[src/logic/cam_pkg.sv]
// Constants for the cabinet activity and supply monitor
package cam_pkg;
   // Clock and timebase
   localparam int unsigned CLK_HZ = 20_000_000;
   localparam int unsigned TICK_US = 1000;
   localparam int unsigned TICK_CYC = CLK_HZ / 1_000_000 * TICK_US;
   localparam int unsigned TICK_W = 15;
   // Durations in milliseconds, counted in 1 ms ticks
   localparam int unsigned ACT_TIMEOUT_MS = 1500;
   localparam int unsigned INHIBIT_MS = 50;
   localparam int unsigned ENABLE_MS = 50;
   localparam int unsigned SUPPLY_FAIL_MS = 500;
   localparam int unsigned MS_W = 11;
   localparam logic [MS_W-1:0] ACT_TIMEOUT_TICKS = MS_W'(ACT_TIMEOUT_MS);
   localparam logic [MS_W-1:0] INHIBIT_TICKS = MS_W'(INHIBIT_MS);
   localparam logic [MS_W-1:0] ENABLE_TICKS = MS_W'(ENABLE_MS);
   localparam logic [MS_W-1:0] SUPPLY_FAIL_TICKS = MS_W'(SUPPLY_FAIL_MS);
   // Reset values
   localparam logic RELAY_RESET = 1'b0;
   localparam logic LAMP_RESET = 1'b0;
   typedef enum logic [1:0] {CAM_ARMED, CAM_INHIBITED, CAM_TRIPPED} cam_wd_state_t;
endpackage

[src/logic/cam_monitor.sv]
// Cabinet activity watchdog and 24 V supply monitor with latched faults
`timescale 1ns/1ps

// Behaviour
// - Fail when activity input has not changed level for 1.5 s.
// - Any activity edge restarts the inactivity timer while not failed.
// - Watchdog fault clears only by unit reset or line voltage inhibit.
// - Watchdog fault lights the activity lamp until unit reset.
// - Line low for 50 ms inhibits the watchdog.
// - Line good for 50 ms re-activates the watchdog.
// - Supply at or below 18 V for 500 ms causes failure.
// - Supply at or above 22 V never causes failure.
// - Supply dips of 200 ms or less are filtered out.
// - Supply fault lights the supply lamp until unit reset.
// - Supply fault clears only by unit reset.
// - Relay coil energised when not failed, released when failed.
// - Front panel reset press returns everything to non-failed, except a supply fault while the supply is still at or below 18 V.
// - External activity reset from power distribution assembly is ignored.
// - Failure contact is open in the failed state.
module cam_monitor
   import cam_pkg::*;
#(
   // Clock cycles per millisecond tick; shortened only to exercise the long durations
   parameter int unsigned TICK_DIV = TICK_CYC
)
(
   // Clock and power-on reset
   input wire logic mclk,
   input wire logic reset_n,
   // Controller activity line and ignored external reset
   input wire logic activity_input,
   input wire logic external_activity_reset,
   // Comparator inputs: line above 103 V, line below 98 V, supply at or below 18 V, supply below 22 V
   input wire logic line_good,
   input wire logic line_low,
   input wire logic supply_le_18v,
   input wire logic supply_lt_22v,
   // Front panel reset switch, high while pressed
   input wire logic panel_reset,
   // Lamps and relay
   output logic activity_fault_lamp,
   output logic supply_low_lamp,
   output logic remote_fault_lamp,
   output logic relay_coil,
   output logic fail_contact_closed
);
   ////////////////////////////////////////////////////////////////////////////////
   // Timebase and input edge detection
   logic tick;
   logic act_q;
   logic press_q;
   logic act_edge;
   logic unit_reset;
   logic ext_unused;

   cam_timebase #(
      .TICK_DIV(TICK_DIV)
   ) u_tb (
      .mclk(mclk),
      .reset_n(reset_n),
      .tick(tick)
   );

   assign act_edge = activity_input ^ act_q;
   // One shot on the press so a stuck switch resets only once
   assign unit_reset = panel_reset & ~press_q;
   assign ext_unused = external_activity_reset;

   always_ff @(posedge mclk or negedge reset_n) begin
      if (!reset_n) begin
         act_q <= 1'b0;
         press_q <= 1'b0;
      end else begin
         act_q <= activity_input;
         press_q <= panel_reset;
      end
   end

   ////////////////////////////////////////////////////////////////////////////////
   // Saturating millisecond counter step
   function automatic logic [MS_W-1:0] step(input logic [MS_W-1:0] c, input logic run, input logic t,
                                            input logic [MS_W-1:0] lim);
      if (!run)
         step = '0;
      else if (t && c < lim)
         step = c + MS_W'(1);
      else
         step = c;
   endfunction

   ////////////////////////////////////////////////////////////////////////////////
   // Line voltage inhibit filter
   logic inhibit_q;
   logic inhibit_d;
   logic [MS_W-1:0] low_cnt_q;
   logic [MS_W-1:0] low_cnt_d;
   logic [MS_W-1:0] good_cnt_q;
   logic [MS_W-1:0] good_cnt_d;

   assign low_cnt_d = step(low_cnt_q, line_low & ~inhibit_q, tick, INHIBIT_TICKS);
   assign good_cnt_d = step(good_cnt_q, line_good & inhibit_q, tick, ENABLE_TICKS);
   assign inhibit_d = inhibit_q ? (good_cnt_q != ENABLE_TICKS) : (low_cnt_q == INHIBIT_TICKS);

   always_ff @(posedge mclk or negedge reset_n) begin
      if (!reset_n) begin
         low_cnt_q <= '0;
         good_cnt_q <= '0;
         inhibit_q <= 1'b0;
      end else begin
         low_cnt_q <= low_cnt_d;
         good_cnt_q <= good_cnt_d;
         inhibit_q <= inhibit_d;
      end
   end

   ////////////////////////////////////////////////////////////////////////////////
   // Activity watchdog state machine
   cam_wd_state_t wd_q;
   cam_wd_state_t wd_d;
   logic [MS_W-1:0] act_cnt_q;
   logic [MS_W-1:0] act_cnt_d;
   logic act_timeout;
   logic wd_fault;

   assign act_timeout = (act_cnt_q == ACT_TIMEOUT_TICKS);
   assign act_cnt_d = step(act_cnt_q, (wd_q == CAM_ARMED) & ~act_edge, tick, ACT_TIMEOUT_TICKS);
   assign wd_fault = (wd_q == CAM_TRIPPED);

   always_comb begin
      wd_d = wd_q;
      unique case (wd_q)
         CAM_ARMED: begin
            if (inhibit_q)
               wd_d = CAM_INHIBITED;
            else if (act_timeout)
               wd_d = CAM_TRIPPED;
         end
         CAM_INHIBITED: begin
            if (!inhibit_q)
               wd_d = CAM_ARMED;
         end
         CAM_TRIPPED: begin
            if (unit_reset)
               wd_d = CAM_ARMED;
            else if (inhibit_q)
               wd_d = CAM_INHIBITED;
         end
         default: wd_d = CAM_ARMED;
      endcase
   end

   always_ff @(posedge mclk or negedge reset_n) begin
      if (!reset_n) begin
         wd_q <= CAM_ARMED;
         act_cnt_q <= '0;
      end else begin
         wd_q <= wd_d;
         act_cnt_q <= act_cnt_d;
      end
   end

   ////////////////////////////////////////////////////////////////////////////////
   // Supply monitor
   logic [MS_W-1:0] sup_cnt_q;
   logic [MS_W-1:0] sup_cnt_d;
   logic sup_fault_q;
   logic sup_fault_d;
   logic sup_low;

   // Below 22 V gate keeps 22 V and above from ever counting
   assign sup_low = supply_le_18v & supply_lt_22v;
   assign sup_cnt_d = step(sup_cnt_q, sup_low, tick, SUPPLY_FAIL_TICKS);
   // Set wins over the reset press
   assign sup_fault_d = (sup_cnt_q == SUPPLY_FAIL_TICKS) | (sup_fault_q & ~unit_reset);

   always_ff @(posedge mclk or negedge reset_n) begin
      if (!reset_n) begin
         sup_cnt_q <= '0;
         sup_fault_q <= 1'b0;
      end else begin
         sup_cnt_q <= sup_cnt_d;
         sup_fault_q <= sup_fault_d;
      end
   end

   ////////////////////////////////////////////////////////////////////////////////
   // Lamps and relay
   logic act_lamp_d;
   logic failed_d;

   // Lamp follows the next state so it lights on the same edge as the relay drops
   assign act_lamp_d = (wd_d == CAM_TRIPPED) | wd_fault & ~unit_reset | (activity_fault_lamp & ~unit_reset);
   assign failed_d = (wd_d == CAM_TRIPPED) | sup_fault_d;

   always_ff @(posedge mclk or negedge reset_n) begin
      if (!reset_n) begin
         activity_fault_lamp <= LAMP_RESET;
         remote_fault_lamp <= LAMP_RESET;
         supply_low_lamp <= LAMP_RESET;
         relay_coil <= RELAY_RESET;
         fail_contact_closed <= RELAY_RESET;
      end else begin
         activity_fault_lamp <= act_lamp_d;
         remote_fault_lamp <= act_lamp_d;
         supply_low_lamp <= sup_fault_d;
         relay_coil <= ~failed_d;
         fail_contact_closed <= ~failed_d;
      end
   end
endmodule // cam_monitor

[src/logic/cam_timebase.sv]
// Free running timebase that emits a one-cycle tick every millisecond
`timescale 1ns/1ps
module cam_timebase
   import cam_pkg::*;
#(
   // Clock cycles per millisecond tick
   parameter int unsigned TICK_DIV = TICK_CYC
)
(
   // Clock and reset
   input wire logic mclk,
   input wire logic reset_n,
   // Tick out
   output logic tick
);
   logic [TICK_W-1:0] cnt_q;
   logic [TICK_W-1:0] cnt_d;
   logic wrap;

   assign wrap = (cnt_q == TICK_W'(TICK_DIV - 1));
   assign cnt_d = wrap ? '0 : cnt_q + TICK_W'(1);

   always_ff @(posedge mclk or negedge reset_n) begin
      if (!reset_n) begin
         cnt_q <= '0;
         tick <= 1'b0;
      end else begin
         cnt_q <= cnt_d;
         tick <= wrap;
      end
   end
endmodule // cam_timebase

[config.mk]
export PLATFORM = sky130hd
export DESIGN_NAME = cam_monitor
export DESIGN_NICKNAME = d
export VERILOG_FILES = /design/src/logic/cam_pkg.sv /design/src/logic/cam_monitor.sv /design/src/logic/cam_timebase.sv
export SDC_FILE = /design/constraint.sdc
export NUM_CORES = 1
export LEC_CHECK = 0
export ABC_AREA = 1
export ABC_CLOCK_PERIOD_IN_PS = 1300
export BUFFER_PORTS_ARGS = -buffer_cell sky130_fd_sc_hd__buf_4
export CAP_MARGIN = 25
export CORE_MARGIN = 2
export CORE_UTILIZATION = 35
export DETAILED_ROUTE_END_ITERATION = 16
export HOLD_SLACK_MARGIN = 0.03
export PLACE_DENSITY = 0.64
export SLEW_MARGIN = 5
export SYNTH_ARGS = -nofsm -noshare
export SYNTH_HDL_FRONTEND = slang
export SYNTH_SLANG_ARGS = --single-unit
[constraint.sdc]
create_clock -name mclk -period 1.3 [get_ports mclk]
set_clock_uncertainty 0.05 [all_clocks]
set_input_delay 0 -clock mclk [delete_from_list [all_inputs] [get_ports mclk]]
set_output_delay 0 -clock mclk [all_outputs]
set_load 0.01 [all_outputs]
==> results of run 1 <==
## power by group through the flow
stage / clock, mW / combinational, mW / sequential, mW
6_report: 1.80 / 0.206 / 2.12
3_3_place_gp: 0 / 0.145 / 2.16
3_5_place_dp: 0 / 0.147 / 2.16
2_1_floorplan: 0 / 0.0458 / 2.16
5_1_grt: 1.95 / 0.227 / 2.12
4_1_cts: 1.86 / 0.167 / 2.12
## worst min-delay path by stage
stage	startpoint	to	slack [ns]	depth (start not counted)
floorplan	reset_n	act_cnt_q[0]	-0.35	0
global placement	reset_n	act_cnt_q[3]	-0.02	2
detailed placement	reset_n	act_cnt_q[3]	-0.02	2
CTS	supply_le_18v	sup_cnt_q[8]	0.04	5
global route	supply_le_18v	sup_cnt_q[3]	0.14	5
finish	supply_le_18v	sup_cnt_q[8]	0.12	5
## routing by layer
layer / GRT usage / vias up / share of wire / wire, um
li1: - / 1722 / - / -
met2: 0.252 / 56 / 0.50 / 4360
met3: 0.0413 / 13 / 0.029 / 251
met5: 0 / - / 0 / 0
met1: 0.187 / 1628 / 0.45 / 3930
met4: 0.0566 / 0 / 0.017 / 146
## metrics by stage
step / utilization / cell area (um^2) / setup slack (ns) / cells / setup TNS (ns)
global route: 0.497 / 5130 / -0.122 / 717 / -3.09
finish: 0.497 / 5130 / -0.0609 / 717 / -0.583
global placement: 0.414 / 4270 / -0.0682 / 674 / -0.345
floorplan: - / 3710 / 0.00640 / 488 / 0
detailed placement: 0.414 / 4270 / -0.108 / 674 / -0.999
CTS: 0.454 / 4680 / -0.0431 / 705 / -0.116
## Yosys cell counts
library cell	count	area share
sky130_fd_sc_hd__nand2_1	121	0.12
sky130_fd_sc_hd__inv_1	72	0.073
sky130_fd_sc_hd__dfrtp_1	68	0.46
sky130_fd_sc_hd__nor2_1	63	0.064
sky130_fd_sc_hd__nand3_1	60	0.081
sky130_fd_sc_hd__xor2_1	19	0.045
sky130_fd_sc_hd__o21ai_0	18	0.024
sky130_fd_sc_hd__nand4_1	17	0.029
sky130_fd_sc_hd__nor3_1	11	0.015
sky130_fd_sc_hd__ha_1	9	0.030
sky130_fd_sc_hd__a21oi_1	3	0.0041
sky130_fd_sc_hd__buf_4	3	0.0061
sky130_fd_sc_hd__nor2_2	3	0.0051
sky130_fd_sc_hd__nor3_2	3	0.0081
sky130_fd_sc_hd__buf_6	2	0.0061
sky130_fd_sc_hd__inv_2	2	0.0020
sky130_fd_sc_hd__nand3_2	2	0.0054
sky130_fd_sc_hd__buf_2	1	0.0013
sky130_fd_sc_hd__clkinv_1	1	0.0010
sky130_fd_sc_hd__inv_4	1	0.0017
sky130_fd_sc_hd__nand3b_1	1	0.0020
sky130_fd_sc_hd__nor2b_1	1	0.0017
sky130_fd_sc_hd__nor4_1	1	0.0017
sky130_fd_sc_hd__o21a_1	1	0.0020
sky130_fd_sc_hd__o21ai_1	1	0.0013
sky130_fd_sc_hd__o21ai_2	1	0.0024
sky130_fd_sc_hd__o21bai_1	1	0.0020
sky130_fd_sc_hd__or2_1	1	0.0017
sky130_fd_sc_hd__or2_2	1	0.0017
## final cells by class
| cell class | count | share of cell area |
|---|---|---|
| clock buffer | 12 | 0.0302 |
| inverter | 76 | 0.0566 |
| multi-input combinational | 338 | 0.398 |
| timing repair buffer | 83 | 0.139 |
| sequential | 68 | 0.333 |
| tap | 136 | 0.0332 |
| clock inverter | 4 | 0.00926 |
## what timing repair did
action | in CTS | in global routing
cloned | 1 | 2
resized for setup | 23 | 105
setup endpoints to repair | 27 | 48
hold buffers | 7 | 0
hold endpoints to repair | 83 | 0
buffers inserted | 7 | 10
pin swaps | 8 | 32
## logic make-up (layout without fill, tap and decap cells)
family | after synthesis | count (layout) | share of synthesized area
flops | 68 | 68 | 0.459
fa+ha+maj | 9 | 9 | 0.0304
xor+xnor | 19 | 19 | 0.0449
simple gates | 285 | 285 | 0.338
buf+inv | 82 | 175 | 0.0912
compound gates | 25 | 25 | 0.0361
## cell usage in the layout, fill, tap and decap left out, types with 5 or more instances in the layout
cell type                       synthesis  final
sky130_fd_sc_hd__nand4_1               17     17
sky130_fd_sc_hd__xor2_1                19     19
sky130_fd_sc_hd__o21ai_0               18      6
sky130_fd_sc_hd__clkbuf_8               0     11
sky130_fd_sc_hd__o21ai_1                1      9
sky130_fd_sc_hd__dlygate4sd3_1          0      7
sky130_fd_sc_hd__nand3_2                2     16
sky130_fd_sc_hd__dfrtp_2                0      7
sky130_fd_sc_hd__nor3_1                11      6
sky130_fd_sc_hd__inv_2                  2     14
sky130_fd_sc_hd__nor2_2                 3     12
sky130_fd_sc_hd__inv_1                 72     60
sky130_fd_sc_hd__nand2_1              121    102
sky130_fd_sc_hd__nand2_2                0     16
sky130_fd_sc_hd__nor2_1                63     47
sky130_fd_sc_hd__dfrtp_1               68     61
sky130_fd_sc_hd__nor2_4                 0      7
sky130_fd_sc_hd__ha_1                   9      5
sky130_fd_sc_hd__buf_4                  3     68
sky130_fd_sc_hd__nand3_1               60     43
## sequential cells by signal (all words and copies together) (netlist names), 2 cells and up
| name | cells |
|---|---|
| act_cnt_q | 11 |
| good_cnt_q | 11 |
| low_cnt_q | 11 |
| sup_cnt_q | 11 |
| u_tb.cnt_q | 15 |
| wd_q | 2 |
## tightest hold or removal path, delay by kind of cell
| family | cells | cell delay [ns] |
|---|---|---|
| buffers and inverters | 2 | 0.23 |
| and+or+nand+nor | 3 | 0.25 |
==> impl_metrics.toml, run 1 <==
[setup_path]
regToRegStartpoint = "wd_q[1]"
crit_path_end_kind = "flip-flop"
timing.rr.end = "act_cnt_q[9]"
max_stage_delay_ns = 0.39
critPathBufInv = 2
timing.critical_path.slowest_stage_cell = "sky130_fd_sc_hd__dfrtp_1"
worst-path-max-fanout = 8
ff2ff_path_depth = 7
crit_required_ns = 1.53
crit_start = "wd_q[1]"
startpoint_type = "flip-flop"
endpoint = "act_cnt_q[9]"
cp_cell_sequence = "or2_4 -> nor2_4 -> o21ai_4 -> clkinv_4 -> clkbuf_16 -> nand3_1 -> nand2_1"
top_delay_family_on_crit_path = "simple AND/OR/NAND/NOR gates"
critical_path_class = "reg2reg"
crit_arrival_ns = 1.60
reg_to_reg_slack_setup_ns = -0.06
cp_num_cells = 7

[global_routing]
first_global_vias = 3244
global_route.overflow_total = 0
grt_max_degree = 69
grt_antenna_before_repair = 0
grt_usage = 0.151
grt_first_pass_wirelength_um = 14000

[power_and_ir_drop]
total_power_mw = 4.12
power.share.combinational = 0.050
power_frac_seq = 0.514
internal_power_mw = 3.19
power.switching_fraction = 0.226
power.net_switching_uw = 931
maximum_vdd_drop_mv = 0.617
p_per_area_nw_per_um2 = 803
pwr-share-clk = 0.436
leakagePower_nw = 2.46

[cells_and_area]
count_of_inserted_antenna_diode_cells = 0
nFillCells = 945
post_route_cells_drive_above_1_share = 0.330
design.final.nets = 594
seq_area_um2 = 1710
multi_input_comb_area_um2 = 2040
flow.area_growth_from_synthesis_pct = 38.5

[sta]
timing.final.setup_violations = 17
final_cycle_share = 1.05
finalWorstSetupSlack_ns = -0.0609
final-max-slew-violation-count = 0
worst_slew_margin_rel = 0.750
rsz0062_at_grt = "yes"
worst_slew_pin_tran_ns = 0.375
final_period_minus_worst_setup_slack_ns = 1.36
finalHoldWorstSlack_ns = 0.121
timing_hold_violations_final = 0
max_freq_mhz = 735

[cts]
clk-insertion-delay-late_ns = 0.34
tritoncts_clock_tree = "done"
clk_pin_slew_worst_paths_ns = 0.08
tritoncts_num_sinks = 68
clock_tree.buffer_depth = 2
root_buffer = "sky130_fd_sc_hd__clkbuf_8"
cts_buffers = 9
clock_tree.htree_level_count = 3

[synthesis]
synth.lib_cells_used.distinct = 29
postSynthAreaPerCell_um2 = 7.59
ys_seq_area_frac = 0.459
yosys_warnings = 0
cells_after_synth = 488
mappedNetlistNets = 506
ys_ff_latch = 68
netlist_area_um2 = 3710

[run_status]
status = "finished with violations"
failed_checks = "negative setup slack"

[drt]
routed_wirelength_um = 8690
wire_per_inst_um = 12.1
detail_route.vias_per_cell = 4.77
remaining_drc_errors = 0
final_antenna_net_count = 0
vias = 3419
drt_first_iter_violations = 160
firstDrtPassIters = 4

[placed_design]
routabilityCongestion = 0.871
numPortBuffers = 12
place.detailed.hpwl_um = 5530

[hold_path]
min_path_type = "in2reg"

[floorplan]
rows = 37
pin_count = 14
dieArea_um2 = 11400
height_of_the_die_um = 107
start_util = 0.359
dieWidth_um = 107
coreArea_um2 = 10300

[job]
max-cap-violations = 0
Power figures use the tool's default switching activity.
==> run 2, diff against run 1 <==
Settings changed: REMOVE_ABC_BUFFERS set to 1.
==> run 2 against run 1 <==
The run still ends with negative setup slack left. Wire length is 2.1% higher. Sequential cell count unchanged. Utilization decreased by 0.29 points. Global-route usage is essentially flat. First-iteration DRC count down 13%. Fmax rose by 0.58%. Setup slack better by 0.0078 ns. Non-clock buffer count shrank 5. Final area is 0.59% lower. Sequential share of layout area up 0.12 points. Sequential power is essentially flat. Die area is the same. Largest cell class unchanged.
==> impl_metrics.toml, run 2 (synthesis results as in run 1) <==
[setup_path]
worst-path-max-fanout = 3
regToRegStartpoint = "act_cnt_q[1]"
crit_path_end_kind = "flip-flop"
crit_required_ns = 1.53
timing.rr.end = "act_cnt_q[5]"
critical_path_class = "reg2reg"
reg_to_reg_slack_setup_ns = -0.05
startpoint_type = "flip-flop"
ff2ff_path_depth = 6
crit_arrival_ns = 1.58

[cells_and_area]
flow.area_growth_from_synthesis_pct = 37.7
multi_input_comb_area_um2 = 2080
largest_register_ffs = 15
layout.cells.most_common_list = "sky130_fd_sc_hd__nand2_1, sky130_fd_sc_hd__dfrtp_1, sky130_fd_sc_hd__buf_4"
post_route_cells_drive_above_1_share = 0.340
design.final.nets = 589
postLayoutCellArea_um2 = 5100
seq_area_um2 = 1710
nFillCells = 932
util_after_layout = 0.494
mostFrequentLayoutCell = "sky130_fd_sc_hd__nand2_1"
regMostFlops = "u_tb.cnt_q"
count_of_inserted_antenna_diode_cells = 0

[run_status]
status = "finished with violations"
failed_checks = "negative setup slack"

[power_and_ir_drop]
pwr-share-clk = 0.399
power.switching_fraction = 0.241
maximum_vdd_drop_mv = 0.465
internal_power_mw = 2.94
power_frac_seq = 0.547
power.net_switching_uw = 932
leakagePower_nw = 2.40
p_per_area_nw_per_um2 = 758
power.share.combinational = 0.054

[hold_path]
whs_path_depth = 5
min_path_type = "in2reg"
holdCritStartpoint = "supply_le_18v"
worstHoldEndpoint = "sup_cnt_q[6]"

[sta]
timing.final.setup_violations = 11
final_cycle_share = 1.04
worst_slew_margin_rel = 0.756
max_freq_mhz = 739
final-max-slew-violation-count = 0
timing_hold_violations_final = 0
timing.setup.tns_ns = -0.261
worst_slew_pin_tran_ns = 0.366
rsz0062_at_grt = "yes"
finalWorstSetupSlack_ns = -0.0531
final_period_minus_worst_setup_slack_ns = 1.35

[placed_design]
pre_cts_ws_ns = -0.115
numPortBuffers = 12
place.detailed.hpwl_um = 5550
placement.cell_area_um2 = 4250
routabilityCongestion = 0.907

[drt]
detail_route.vias_per_cell = 4.83
wire_per_inst_um = 12.5
vias = 3441
remaining_drc_errors = 0
routed_wirelength_um = 8870
final_antenna_net_count = 0
drt_first_iter_violations = 140
firstDrtPassIters = 4

[floorplan]
pin_count = 14
height_of_the_die_um = 107
start_util = 0.359
coreArea_um2 = 10300
rows = 37
dieWidth_um = 107
dieArea_um2 = 11400

[cts]
root_buffer = "sky130_fd_sc_hd__clkbuf_8"
tritoncts_clock_tree = "done"
clock_tree.buffer_depth = 2
cts_buffers = 9
clock_tree.htree_level_count = 3
clk-insertion-delay-late_ns = 0.35
clk_pin_slew_worst_paths_ns = 0.07
tritoncts_num_sinks = 68

[global_routing]
grt_usage = 0.151
first_global_vias = 3252
grt_first_pass_wirelength_um = 13900
grt_max_degree = 69
grt_antenna_before_repair = 0
global_route.overflow_total = 0

[job]
max-cap-violations = 0
-- run 2: critical path, cell delays in order, from the launching register on --
cell and delay [ns]:
sky130_fd_sc_hd__dfrtp_1 0.42, sky130_fd_sc_hd__buf_4 0.15, sky130_fd_sc_hd__nand3_2 0.10, sky130_fd_sc_hd__nor2_4 0.16, sky130_fd_sc_hd__xor2_1 0.22, sky130_fd_sc_hd__nand3_2 0.10
sky130_fd_sc_hd__nand2_1 0.08
-- run 2: stage by stage --
step                total power [mW]  hold WS, ns  cells
floorplan                       2.20       -0.346    482
global placement                2.31      -0.0141    671
detailed placement              2.31      -0.0108    671
CTS                             3.90       0.0751    698
global route                    4.05        0.106    712
finish                          3.87       0.0777    712
-- run 2: area by class of cell --
cell class                 count  share of cell area
sequential                    68               0.334
clock inverter                 5             0.00539
clock buffer                  11              0.0277
inverter                      76              0.0579
timing repair buffer          78               0.134
tap                          136              0.0333
multi-input combinational    338               0.408
-- run 2: power by group through the flow --
stage               registers, mW  clock network [mW]  logic [mW]
finish                       2.12                1.54       0.208
global placement             2.16                   0       0.146
CTS                          2.12                1.61       0.170
detailed placement           2.16                   0       0.149
floorplan                    2.16                   0      0.0405
global route                 2.12                1.70       0.230
-- run 2: repair_timing --
action | in CTS | in global routing
pin swaps | 8 | 36
hold buffers | 7 | 0
gates cloned | 0 | 2
setup endpoints to repair | 29 | 50
gates resized for setup | 21 | 118
endpoints found under the hold margin | 82 | 0
setup buffers | 4 | 12
-- run 2: per-layer routing --
layer / up-vias / part of all wire / GRT usage
li1: 1720 / - / -
met1: 1663 / 0.44 / 0.176
met2: 47 / 0.52 / 0.273
met3: 11 / 0.032 / 0.0419
met4: 0 / 0.013 / 0.0399
met5: - / 0 / 0
-- run 2: worst max path at each step --
stage                        startpoint                   to  depth (start not counted)
after global routing       act_cnt_q[0]  fail_contact_closed                          9
after detailed placement  u_tb.cnt_q[0]       u_tb.cnt_q[10]                          7
after global placement    u_tb.cnt_q[0]       u_tb.cnt_q[12]                          6
after CTS                 u_tb.cnt_q[0]       u_tb.cnt_q[10]                          7
after floorplan                 wd_q[1]        act_cnt_q[10]                          7
final                      act_cnt_q[1]         act_cnt_q[5]                          6
